**src/core/ceif_pkg.sv**
```systemverilog
/*
  constants for the error-state interrupt flag block: register offsets,
  flag bit positions, counter thresholds and reset values.
  assumes nothing beyond a systemverilog compiler.
*/
`default_nettype none
package ceif_pkg;
  localparam logic [7:0]  STATUS_OFS    = 8'h00;
  localparam logic [7:0]  MASK_OFS      = 8'h04;
  // flag positions within the 16-bit status word
  localparam int          OVL_BIT       = 15;
  localparam int          BUSOFF_BIT    = 14;
  localparam int          PASSIVE_BIT   = 13;
  localparam int          RXWARN_BIT    = 12;
  localparam int          TXWARN_BIT    = 11;
  localparam int          MODRST_BIT    = 8;
  localparam logic [15:0] FLAG_MASK     = 16'hf900;
  localparam logic [15:0] STATUS_INIT   = 16'h0100;
  localparam logic [15:0] MASK_INIT     = 16'hffff;
  localparam logic [8:0]  BUSOFF_LIMIT  = 9'h100;
  localparam logic [8:0]  PASSIVE_LIMIT = 9'h080;
  localparam logic [8:0]  WARN_LIMIT    = 9'h060;
  localparam logic [1:0]  RESP_OKAY     = 2'h0;
  localparam logic [1:0]  RESP_SLVERR   = 2'h2;
endpackage
`default_nettype wire

```
**src/core/ceif_flags.sv**
```systemverilog
/*
  error-state and overload interrupt flags of a can controller, with an
  axi4-lite slave for the status and mask registers and one level irq.
  assumes the error counters and the overload event come from the can core
  on the same clock, so they are read without synchronisers.
*/
`default_nettype none
// Functional notes
// (RL1) bus-off flag sets while transmit error count is 256 or more
// (RL2) error-passive flag sets while either error count is 128 or more
// (RL3) receive warning flag sets while receive error count is 96 or more
// (RL4) overload flag, bit 15, sets on overload frame sent when not bus-off
// (RL5) error flags clear only by writing 1; writing 0 changes nothing
// (RL6) software reads a flag back after clearing it with irq enabled
// (RL7) status flags sit in bits 15..8; bit 8 resets to 1, others 0
// (RL8) transmit warning flag sets while transmit error count is 96 or more
// (RL9) module-reset flag sets after reset or standby exit; mask cannot hide it
// (RL10) a set in the same cycle as a write-1 clear wins
module ceif_flags (
  input  wire logic        mclk_i,
  input  wire logic        resetn_i,
  input  wire logic [8:0]  transmit_error_count_i,
  input  wire logic [7:0]  receive_error_count_i,
  input  wire logic        overload_tx_i,
  input  wire logic        reset_done_i,
  input  wire logic [7:0]  s_axi_awaddr,
  input  wire logic        s_axi_awvalid,
  output logic             s_axi_awready,
  input  wire logic [31:0] s_axi_wdata,
  input  wire logic [3:0]  s_axi_wstrb,
  input  wire logic        s_axi_wvalid,
  output logic             s_axi_wready,
  output logic [1:0]       s_axi_bresp,
  output logic             s_axi_bvalid,
  input  wire logic        s_axi_bready,
  input  wire logic [7:0]  s_axi_araddr,
  input  wire logic        s_axi_arvalid,
  output logic             s_axi_arready,
  output logic [31:0]      s_axi_rdata,
  output logic [1:0]       s_axi_rresp,
  output logic             s_axi_rvalid,
  input  wire logic        s_axi_rready,
  output logic             irq_o
);
  logic [15:0] status_r;
  logic [15:0] status_nxt;
  logic [15:0] mask_r;
  logic [15:0] set_vec;
  logic [15:0] clr_vec;
  logic [15:0] wmask;
  logic [7:0]  awaddr_r;
  logic [31:0] wdata_r;
  logic [3:0]  wstrb_r;
  logic        aw_held_r;
  logic        w_held_r;
  logic        do_write;
  logic        busoff_now;
  logic        ovl_clr_hit;

  assign busoff_now = transmit_error_count_i >= ceif_pkg::BUSOFF_LIMIT;
  assign wmask      = {{8{wstrb_r[1]}}, {8{wstrb_r[0]}}};
  assign do_write   = aw_held_r && w_held_r && !s_axi_bvalid;
  // write of 1 to the overload flag in this cycle, watched by the checks below
  assign ovl_clr_hit = do_write && awaddr_r == ceif_pkg::STATUS_OFS &&
                       wstrb_r[1] && wdata_r[ceif_pkg::OVL_BIT];

  always_comb begin
    set_vec = '0;
    set_vec[ceif_pkg::BUSOFF_BIT]  = busoff_now; // RL1
    set_vec[ceif_pkg::PASSIVE_BIT] = (transmit_error_count_i >= ceif_pkg::PASSIVE_LIMIT) ||
                                     ({1'b0, receive_error_count_i} >= ceif_pkg::PASSIVE_LIMIT); // RL2
    set_vec[ceif_pkg::RXWARN_BIT]  = {1'b0, receive_error_count_i} >= ceif_pkg::WARN_LIMIT; // RL3
    set_vec[ceif_pkg::TXWARN_BIT]  = transmit_error_count_i >= ceif_pkg::WARN_LIMIT; // RL8
    set_vec[ceif_pkg::OVL_BIT]     = overload_tx_i && !busoff_now; // RL4
    set_vec[ceif_pkg::MODRST_BIT]  = reset_done_i; // RL9
  end

  always_comb begin
    clr_vec = '0;
    if (do_write && awaddr_r == ceif_pkg::STATUS_OFS) begin
      clr_vec = wdata_r[15:0] & wmask & ceif_pkg::FLAG_MASK; // RL5
    end
    status_nxt = ((status_r & ~clr_vec) | set_vec) & ceif_pkg::FLAG_MASK; // RL10
  end

  always_ff @(posedge mclk_i or negedge resetn_i) begin
    if (!resetn_i) begin
      status_r <= ceif_pkg::STATUS_INIT; // RL7
    end else begin
      status_r <= status_nxt;
    end
  end

  always_ff @(posedge mclk_i or negedge resetn_i) begin
    if (!resetn_i) begin
      mask_r <= ceif_pkg::MASK_INIT;
    end else if (do_write && awaddr_r == ceif_pkg::MASK_OFS) begin
      mask_r <= (mask_r & ~wmask) | (wdata_r[15:0] & wmask);
    end
  end

  // the module-reset flag bypasses the mask
  always_ff @(posedge mclk_i or negedge resetn_i) begin
    if (!resetn_i) begin
      irq_o <= 1'b0;
    end else begin
      irq_o <= |(status_r & ~mask_r) || status_r[ceif_pkg::MODRST_BIT]; // RL9
    end
  end

  // write channel: address and data taken in either order, then one response
  always_ff @(posedge mclk_i or negedge resetn_i) begin
    if (!resetn_i) begin
      s_axi_awready <= 1'b1;
      s_axi_wready  <= 1'b1;
      aw_held_r     <= 1'b0;
      w_held_r      <= 1'b0;
      awaddr_r      <= '0;
      wdata_r       <= '0;
      wstrb_r       <= '0;
      s_axi_bvalid  <= 1'b0;
      s_axi_bresp   <= ceif_pkg::RESP_OKAY;
    end else begin
      if (s_axi_awvalid && s_axi_awready) begin
        awaddr_r      <= s_axi_awaddr;
        aw_held_r     <= 1'b1;
        s_axi_awready <= 1'b0;
      end
      if (s_axi_wvalid && s_axi_wready) begin
        wdata_r      <= s_axi_wdata;
        wstrb_r      <= s_axi_wstrb;
        w_held_r     <= 1'b1;
        s_axi_wready <= 1'b0;
      end
      if (do_write) begin
        aw_held_r    <= 1'b0;
        w_held_r     <= 1'b0;
        s_axi_bvalid <= 1'b1;
        s_axi_bresp  <= (awaddr_r == ceif_pkg::STATUS_OFS || awaddr_r == ceif_pkg::MASK_OFS)
                        ? ceif_pkg::RESP_OKAY : ceif_pkg::RESP_SLVERR;
      end
      if (s_axi_bvalid && s_axi_bready) begin
        s_axi_bvalid  <= 1'b0;
        s_axi_awready <= 1'b1;
        s_axi_wready  <= 1'b1;
      end
    end
  end

  // read channel: data one cycle after the address is taken
  always_ff @(posedge mclk_i or negedge resetn_i) begin
    if (!resetn_i) begin
      s_axi_arready <= 1'b1;
      s_axi_rvalid  <= 1'b0;
      s_axi_rdata   <= '0;
      s_axi_rresp   <= ceif_pkg::RESP_OKAY;
    end else if (s_axi_arvalid && s_axi_arready) begin
      s_axi_arready <= 1'b0;
      s_axi_rvalid  <= 1'b1;
      s_axi_rresp   <= ceif_pkg::RESP_OKAY;
      if (s_axi_araddr == ceif_pkg::STATUS_OFS) begin
        s_axi_rdata <= {16'h0000, status_r}; // RL7
      end else if (s_axi_araddr == ceif_pkg::MASK_OFS) begin
        s_axi_rdata <= {16'h0000, mask_r};
      end else begin
        s_axi_rdata <= '0;
        s_axi_rresp <= ceif_pkg::RESP_SLVERR;
      end
    end else if (s_axi_rvalid && s_axi_rready) begin
      s_axi_rvalid  <= 1'b0;
      s_axi_arready <= 1'b1;
    end
  end
endmodule
`default_nettype wire

```
**config.mk**
```make
export PLATFORM = sky130hd
export DESIGN_NAME = ceif_flags
export DESIGN_NICKNAME = d
export VERILOG_FILES = /design/src/core/ceif_pkg.sv /design/src/core/ceif_flags.sv
export SDC_FILE = /design/constraint.sdc
export NUM_CORES = 1
export LEC_CHECK = 0
export BUFFER_PORTS_ARGS = -buffer_cell sky130_fd_sc_hd__buf_2
export CAP_MARGIN = 0
export CORE_ASPECT_RATIO = 1.75
export CORE_MARGIN = 10
export CORE_UTILIZATION = 45
export CTS_BUF_LIST = sky130_fd_sc_hd__clkbuf_2
export DETAILED_ROUTE_END_ITERATION = 16
export PLACE_DENSITY = 0.77
export SLEW_MARGIN = 20
export SYNTH_ARGS = -nofsm -noshare
export SYNTH_HDL_FRONTEND = slang
export SYNTH_SLANG_ARGS = --single-unit
```
**constraint.sdc**
```tcl
create_clock -name mclk_i -period 2.1 [get_ports mclk_i]
set_input_delay 0.315 -clock mclk_i [delete_from_list [all_inputs] [get_ports mclk_i]]
set_output_delay 0.315 -clock mclk_i [all_outputs]
set_load 0.03 [all_outputs]
```
==> run summary, run 1 <==
Post-Route Utilization -> 0.596
Net count, final -> 434
Met3 Use GR -> 0.0487
Post-DP HPWL -> 5160 µm
Setup-failing EPs final -> 0
Pint -> 2.60 mW
YS warnings -> 0
Drt first pass iters -> 4
CP Max Fanout -> 8
Inst Count DP -> 391
Max-slew violations -> 0
Total CTS buffers -> 9
Family with the most delay on the worst path -> simple AND/OR/NAND/NOR gates
Crit path launch -> awaddr_r[5]
WP data arrival -> 2460 ps
TritonCTS clock tree -> yes
Worst R2R Start -> awaddr_r[5]
Max incr delay on CP -> 660 ps
Seq pwr share -> 0.531
H-tree levels -> 3
Max Cap Viol -> 0
Vias -> 2196
Fmax -> 500 MHz
Met2 usage -> 0.245
Layout Cells excl Fill -> 445
Mapped cell area -> 3110 µm²
Worst Path Buf+Inv -> 1
IO Port Bufs -> 73
Switch share -> 0.297
Area growth syn-to-layout -> 30.4%
Cells along the critical path -> or4_1, nor4_4, buf_4, mux2_2
CP max-delay cell -> or4_1
Share of cells above drive strength 1 -> 0.446
Critical path endpoint category -> flip-flop
P per Cell Area -> 913 nW/µm²
FF-to-FF path depth -> 4
Cell count after synthesis -> 234
Total Wirelength -> 7130 µm
Setup ws final -> 102 ps
First-pass GRT wire length -> 11800 µm
Global routing usage on met1 -> 0.132
DIE AREA -> 10800 µm²
Tightest Hold Check Type -> in -> reg
GR peak layer -> met2
Initial antenna violation count -> 0
Die Span Y -> 130 µm
Startpoint types -> flip-flop
Vias in the first global route -> 2490
DR vias/cell -> 4.93
Clock tree sinks -> 74
Netlist cell types -> 32
RSZ-0062 raised after global routing -> no
Yosys reg bits -> 74
# rows -> 40
Maximum vdd ir drop -> 690 µV
Root Driver -> clkbuf_2
Final Instance Area -> 4050 µm²
Design Power -> 3.70 mW
Hold slack -> 106 ps
GR Util All Layers -> 0.137
Ant. Diodes -> 0
Drt drc -> 0
Clk_lat worst skew -> 520 ps
Crit Path Class -> reg -> reg
CTS max path bufs -> 2
Initial core utilization -> 0.457
Ports -> 120
Critical path depth in cells -> 4
Outcome -> finished clean
Post-placement worst setup slack -> 134 ps
Placed inst area -> 3540 µm²
Clock network power share -> 0.235
Setup_tns -> 0 ps
Chip Width -> 82.8 µm
Antenna Nets Post-Route -> 0
Final period util -> 0.951
Static Leak -> 1.96 nW
Clock period minus worst slack -> 2000 ps
Largest net degree at the start of global routing -> 28
Overflow after GRT -> 0
Sequential-to-total area share from yosys stat -> 0.604
GPL Wtd Cong -> 0.786
Final Skew -> 19.3 ps
Syn Area/Cell -> 13.3 µm²
Core area -> 6810 µm²
# resized after CTS -> 0
Switching power -> 1.10 mW
Final hold vios -> 0
Hold_buf cts -> 38
Postcts setup bufs -> 0
Required time of the critical path -> 2560 ps
Combinational share of power -> 0.234
Avg WL per Cell -> 16.0 µm
Clock transition at path regs -> 190 ps
Flop2flop setup slack -> 100 ps
Initial DRC count -> 102
[cell type report]
type	count	area [µm²]
clock buffer	10	50.0
multi-input combinational	138	1080
clock inverter	6	81.3
tap	84	105
timing repair buffer	119	808
inverter	14	52.6
fill	579	2750
sequential	74	1880
[worst reg2reg max path, delay by kind of cell, from the launching register on]
kind / cells / cell delay, ps
buffers and inverters: 1 / 220
DFF: 1 / 410
muxes: 1 / 350
and+or+nand+nor: 2 / 960
[kinds of logic (layout without fill, tap and decap cells)]
| kind of cell | Yosys count | in the layout | share of synthesized area |
|---|---|---|---|
| flip-flops | 74 | 74 | 0.604 |
| multiplexers | 49 | 49 | 0.174 |
| buffers and inverters | 39 | 149 | 0.0696 |
| AO/OA/AOI/OAI | 37 | 37 | 0.0833 |
| AND/OR/NAND/NOR | 34 | 34 | 0.0680 |
| other | 1 | 18 | 0.00121 |
[cells in the final DEF, fill, tap and decap left out, types with 2 or more instances in the layout]
cell type and instances:
a21oi_1 2, a31oi_1 2, a32o_1 10, buf_2 72, buf_4 9, bufinv_16 2
clkbuf_2 10, clkinv_2 2, conb_1 18, dfrtp_1 54, dfstp_2 20, dlygate4sd3_1 38
inv_1 14, mux2_2 41, mux2i_1 8, nand2_1 13, nand3b_1 2, nor2_1 4
nor3_1 3, nor4_1 3, nor4_4 2, o21ai_0 14, o22ai_1 3, or4_1 2
[Yosys cell counts (all sizes together)]
library cell,count,share of area
o22ai,3,0.0060
or4,2,0.0048
a221oi,1,0.0028
a31oi,2,0.0040
dfrtp,54,0.43
and3b,1,0.0028
clkbuf,5,0.0060
a21boi,1,0.0024
a211oi,1,0.0024
mux2,41,0.15
o21ai,14,0.023
mux2i,8,0.026
a41oi,1,0.0028
a21oi,2,0.0032
or2,1,0.0020
nand3b,2,0.0048
nand2,13,0.016
conb,1,0.0012
o21bai,1,0.0024
or4bb,1,0.0036
dfstp,20,0.17
nor2,4,0.0048
nor4,5,0.020
inv,14,0.017
nor2b,1,0.0020
a32o,10,0.032
o21a,1,0.0024
buf,20,0.047
or3b,1,0.0028
nor3,3,0.0048
[worst min-delay path by stage]
stage | from | end | slack (ps) | cells past startpoint
2_1_floorplan | resetn_i | aw_held_r | 20 | 0
3_3_place_gp | resetn_i | irq_o | 240 | 1
3_5_place_dp | resetn_i | status_r[13] | 240 | 1
4_1_cts | transmit_error_count_i[8] | status_r[14] | 30 | 3
5_1_grt | transmit_error_count_i[7] | status_r[13] | 90 | 3
6_report | transmit_error_count_i[8] | status_r[14] | 110 | 3
[power groups by stage]
stage | clock, mW | sequential, mW | combinational [mW]
after floorplan | 0 | 2.01 | 0.549
after global placement | 0 | 1.97 | 0.763
after detailed placement | 0 | 2.00 | 0.796
after CTS | 0.907 | 1.97 | 0.872
after global routing | 0.954 | 2.02 | 0.947
final | 0.870 | 1.97 | 0.866
[routing by layer]
| layer | up-vias | share of wire |
|---|---|---|
| met1 | 1061 | 0.37 |
| met4 | 0 | 0.029 |
| met2 | 71 | 0.54 |
| li1 | 1047 | - |
| met3 | 17 | 0.070 |
| met5 | - | 0 |
(Power assumes the default switching activity.)
==> run 2: changes to the inputs <==
- BUFFER_PORTS_ARGS: -buffer_cell sky130_fd_sc_hd__buf_2 -> -buffer_cell sky130_fd_sc_hd__buf_4
==> run 2 against run 1 <==
Against the previous run: critical path depth unchanged; global-route usage grew 0.075 points; final area increased by 3.6%.
==> run summary, run 2 (synthesis gave the netlist of run 1 again) <==
Startpoint types -> flip-flop
Vias -> 2224 (+1.3%)
Critical path endpoint category -> flip-flop
Clk_lat worst skew -> 520 ps (about the same)
Static Leak -> 1.99 nW (+1.4%)
Net count, final -> 431 (-0.69%)
IO Port Bufs -> 73 (unchanged)
Clock tree sinks -> 74 (unchanged)
GPL Wtd Cong -> 0.718 (-8.6%)
Initial core utilization -> 0.457 (unchanged)
Required time of the critical path -> 2560 ps (about the same)
Die Span Y -> 130 µm (unchanged)
Tightest Hold Check Type -> in -> reg
Chip Width -> 82.8 µm (unchanged)
DR vias/cell -> 5.03 (+2.0%)
Root Driver -> clkbuf_2
Postcts setup bufs -> 0 (unchanged)
Vias in the first global route -> 2479 (-0.44%)
Total Wirelength -> 7270 µm (+2.0%)
Outcome -> finished clean
TritonCTS clock tree -> yes
Crit Path Class -> reg -> reg
Max-slew violations -> 0 (unchanged)
Max Cap Viol -> 0 (unchanged)
Maximum vdd ir drop -> 708 µV (+2.6%)
Drt drc -> 0 (unchanged)
H-tree levels -> 3 (unchanged)
P per Cell Area -> 867 nW/µm² (-5.1%)
CP Max Fanout -> 8 (unchanged)
Ant. Diodes -> 0 (unchanged)
Share of cells above drive strength 1 -> 0.450 (+0.00374)
Area growth syn-to-layout -> 35.1%
Antenna Nets Post-Route -> 0 (unchanged)
Core area -> 6810 µm² (unchanged)
WP data arrival -> 2450 ps (about the same)
Clock transition at path regs -> 190 ps (about the same)
First-pass GRT wire length -> 12000 µm (+1.3%)
Largest net degree at the start of global routing -> 40 (+43%)
Post-DP HPWL -> 5260 µm (+2.0%)
Clock period minus worst slack -> 1990 ps (-10.0 ps)
Drt first pass iters -> 4 (unchanged)
Most frequent cells in the layout -> 78 x buf_4, 54 x dfrtp_1, 41 x mux2_2
Total CTS buffers -> 9 (unchanged)
Overflow after GRT -> 0 (unchanged)
# rows -> 40 (unchanged)
Initial DRC count -> 130 (+27%)
Fmax -> 503 MHz (+0.50%)
Ports -> 120 (unchanged)
RSZ-0062 raised after global routing -> no
Final period util -> 0.947 (-0.00476)
Setup-failing EPs final -> 0 (unchanged)
Most common cell after layout, fill and taps aside -> buf_4
GR Util All Layers -> 0.138 (+0.000753)
DIE AREA -> 10800 µm² (unchanged)
Final Skew -> 21.7 ps (+2.47 ps)
Initial antenna violation count -> 0 (unchanged)
Setup_tns -> 0 ps (unchanged)
Avg WL per Cell -> 16.5 µm (+2.7%)
CTS max path bufs -> 2 (unchanged)
Placed inst area -> 3720 µm² (+5.0%)
Final Instance Area -> 4200 µm² (+3.6%)
Final hold vios -> 0 (unchanged)
run 2: final timing paths:
kind | slack (ps) | startpoint | to | cells past startpoint
setup / recovery | 110 | s_axi_bvalid | flip-flop | 4
hold / removal | 90 | transmit_error_count_i[8] | status_r[14] | 3
setup reg to reg | 110 | s_axi_bvalid | flip-flop | 4
hold reg to reg | 500 | wdata_r[13] | status_r[13] | 1
max in group asynchronous | 1210 | resetn_i | status_r[8] | 3
min in group asynchronous | 270 | resetn_i | status_r[15] | 2
run 2: critical path, stage by stage, from the launching register on:
cell and delay [ps]:
dfrtp_1 470, or4bb_1 640, nor4_4 250, buf_4 230, mux2_2 360
run 2: area by class of cell:
type / instances / area [µm²]
clock buffers: 10 / 50.0
clock inverters: 6 / 57.6
fillers: 552 / 2610
inverters: 14 / 52.6
multi-input cells: 138 / 1080
flip-flops and latches: 74 / 1880
well taps: 84 / 105
repair buffers: 116 / 976
run 2: what timing repair did:
item                                   CTS  global route
endpoints found under the hold margin   60             0
hold buffers                            37             0
setup endpoints to repair                0             1
resized for setup                        0             1
run 2: through the flow:
step | setup WS (ps) | util | hold WS, ps | power (mW) | cells
final | 112 | 0.617 | 85.2 | 3.64 | 442
after global routing | 1.64 | 0.617 | 52.6 | 3.86 | 442
after CTS | 79.3 | 0.617 | 37.4 | 3.67 | 442
after detailed placement | 111 | 0.547 | 301 | 2.84 | 389
after global placement | 161 | 0.547 | 298 | 2.79 | 389
after floorplan | 43.6 | - | 19.4 | 2.56 | 251
run 2: per-layer routing:
layer	GRT usage	vias up	wire (µm)
li1	-	1044	-
met1	0.134	1101	2680
met2	0.255	70	4010
met3	0.0487	9	466
met4	0.0644	0	123
met5	0	-	0
run 2: power by group:
part / total [mW] / switching (mW) / leakage (nW) / internal, mW
clock: 0.754 / 0.483 / 0.0715 / 0.271
sequential: 1.98 / 0.207 / 0.864 / 1.77
combinational: 0.910 / 0.423 / 1.05 / 0.488
total: 3.64 / 1.11 / 1.99 / 2.53
==> run 3: changes to the inputs <==
- BUFFER_PORTS_ARGS: -buffer_cell sky130_fd_sc_hd__buf_4 -> default
- CORE_UTILIZATION: 45 -> 59
- DONT_BUFFER_PORTS: default -> 1
- PLACE_DENSITY: 0.77 -> 0.78
- clock period: 2.1 -> 1.79 ns (I/O delays scaled with it)
==> run 3 against run 2 <==
Against the previous run: the run now ends with negative setup slack left; hold slack gained 9.8 ps; power increased by 22%; final cell count decreased by 20%; sequential power grew 22%; flip-flop and latch count did not move; clock power grew 45%; worst setup slack worse by 200 ps; clock-buffer cell count is 1 lower; sequential share of layout area grew 4.0 points.
==> run summary, run 3 (synthesis gave the netlist of run 1 again) <==
Family with the most delay on the worst path -> simple AND/OR/NAND/NOR gates
Initial antenna violation count -> 0 (unchanged)
Core area -> 5060 µm² (-26%)
GR Util All Layers -> 0.164 (+0.0264)
Tightest Hold Check Type -> in -> reg
Max-slew violations -> 0 (unchanged)
Cells along the critical path -> or4bb_4, nor4_4, buf_6, mux2_4
Static Leak -> 1.72 nW (-13%)
Setup ws final -> -88.1 ps (-200 ps)
Most frequent cells in the layout -> 53 x dfrtp_1, 44 x dlygate4sd3_1, 26 x mux2_2
Final hold vios -> 0 (unchanged)
Overflow after GRT -> 0 (unchanged)
Initial DRC count -> 114 (-12%)
Clock transition at path regs -> 210 ps (+20 ps)
Final Skew -> 33.9 ps (+12.2 ps)
Clock tree sinks -> 74 (unchanged)
Post-placement worst setup slack -> -200 ps (-311 ps)
Ant. Diodes -> 0 (unchanged)
DIE AREA -> 8690 µm² (-19%)
Post-DP HPWL -> 4630 µm (-12%)
Vias in the first global route -> 2173 (-12%)
Worst Path Buf+Inv -> 1 (unchanged)
Net count, final -> 372 (-14%)
Drt first pass iters -> 4 (unchanged)
Clk_lat worst skew -> 520 ps (about the same)
Share of cells above drive strength 1 -> 0.324 (-0.125)
FF/Latch Area -> 1880 µm² (about the same)
WP data arrival -> 2320 ps (-130 ps)
Placed inst area -> 3150 µm² (-15%)
CTS max path bufs -> 2 (unchanged)
Maximum vdd ir drop -> 895 µV (+26%)
P per Cell Area -> 1150 nW/µm² (+33%)
Vias -> 1997 (-10%)
CP Max Fanout -> 8 (unchanged)
Slew headroom -> 0.484
Max incr delay on CP -> 570 ps (-70 ps)
Antenna Nets Post-Route -> 0 (unchanged)
Total Wirelength -> 6950 µm (-4.4%)
Total CTS buffers -> 9 (unchanged)
Max Cap Viol -> 0 (unchanged)
IO Port Bufs -> 0 (-100%)
RSZ-0062 raised after global routing -> yes
Setup-failing EPs final -> 19 (+19)
Outcome -> finished with violations
Final Instance Area -> 3860 µm² (-8.2%)
Multi-input gate area -> 1140 µm² (+5.5%)
Die Span Y -> 116 µm (-11%)
Failing checks -> negative setup slack
# rows -> 34 (-15%)
CP max-delay cell -> or4bb_4
Most common cell after layout, fill and taps aside -> dfrtp_1
Clock period minus worst slack -> 1880 ps (-110 ps)
Area growth syn-to-layout -> 24.1%
Startpoint types -> flip-flop
DR vias/cell -> 5.66 (+12%)
# fillers -> 302 (-45%)
GPL Wtd Cong -> 0.770 (+7.2%)
Final period util -> 1.05 (+0.103)
Root Driver -> clkbuf_2
Critical path endpoint category -> flip-flop
Avg WL per Cell -> 19.7 µm (+20%)
Fmax -> 532 MHz (+5.9%)
Chip Width -> 74.9 µm (-9.6%)
Initial core utilization -> 0.614 (+0.157)
Tightest Pin Transition -> 771 ps
Largest net degree at the start of global routing -> 75 (+88%)
First-pass GRT wire length -> 10800 µm (-10%)
H-tree levels -> 3 (unchanged)
Drt drc -> 0 (unchanged)
Ports -> 120 (unchanged)
Crit Path Class -> reg -> reg
Required time of the critical path -> 2230 ps (-330 ps)
TritonCTS clock tree -> yes
## run 3: power breakdown
group          internal [mW]  leakage (nW)  switching (mW)
sequential              2.08         0.862           0.330
combinational          0.524         0.776           0.419
clock                  0.473        0.0791           0.621
total                   3.08          1.72            1.37
## run 3: worst paths after layout
| kind | startpoint | endpoint | slack (ps) | cells after the start |
|---|---|---|---|---|
| max reg2reg | awaddr_r[3] | flip-flop | -90 | 4 |
| max in group asynchronous | resetn_i | async pin | 1150 | 2 |
| max | awaddr_r[3] | flip-flop | -90 | 4 |
| min in group asynchronous | resetn_i | s_axi_rdata[4] | 260 | 2 |
| min reg2reg | wdata_r[8] | status_r[8] | 480 | 1 |
| min | s_axi_araddr[1] | s_axi_rdata[8] | 90 | 3 |
## run 3: what timing repair did
item                                    CTS  global route
endpoints found under the setup margin   22            21
buffers inserted                          1             2
gates resized for setup                  12             7
pin swaps                                 1             2
endpoints found under the hold margin   128             0
hold buffers                             45             0
## run 3: metal layers
layer  global-route usage  vias to the layer above  wire [µm]
li1                     -                      921          -
met1                0.171                      994       2500
met2                0.288                       71       3700
met3               0.0531                       11        621
met4               0.0749                        0        131
met5                    0                        -          0
## run 3: worst min-delay path: stages
cell	delay, ps
nor3_1	30
nand3b_1	180
o21ai_0	110
## run 3: layout make-up
| class | instances | area share |
|---|---|---|
| Tap cell | 54 | 0.0175 |
| Clock buffer | 9 | 0.0117 |
| Inverter | 14 | 0.0136 |
| Clock inverter | 7 | 0.0263 |
| Timing Repair Buffer | 57 | 0.148 |
| Multi-Input combinational cell | 138 | 0.296 |
| Sequential cell | 74 | 0.487 |
## run 3: per-stage QoR
| stage | total power, mW | setup TNS [ps] | util | hold WS (ps) | instances |
|---|---|---|---|---|---|
| 3_5_place_dp | 3.16 | -3290 | 0.622 | -25.0 | 289 |
| 3_3_place_gp | 3.11 | -2870 | 0.622 | -25.0 | 289 |
| 4_1_cts | 4.41 | -822 | 0.754 | 64.6 | 351 |
| 5_1_grt | 4.68 | -2160 | 0.762 | 83.3 | 353 |
| 6_report | 4.44 | -933 | 0.762 | 95.0 | 353 |
| 2_1_floorplan | 3.01 | -1980 | - | -27.1 | 251 |
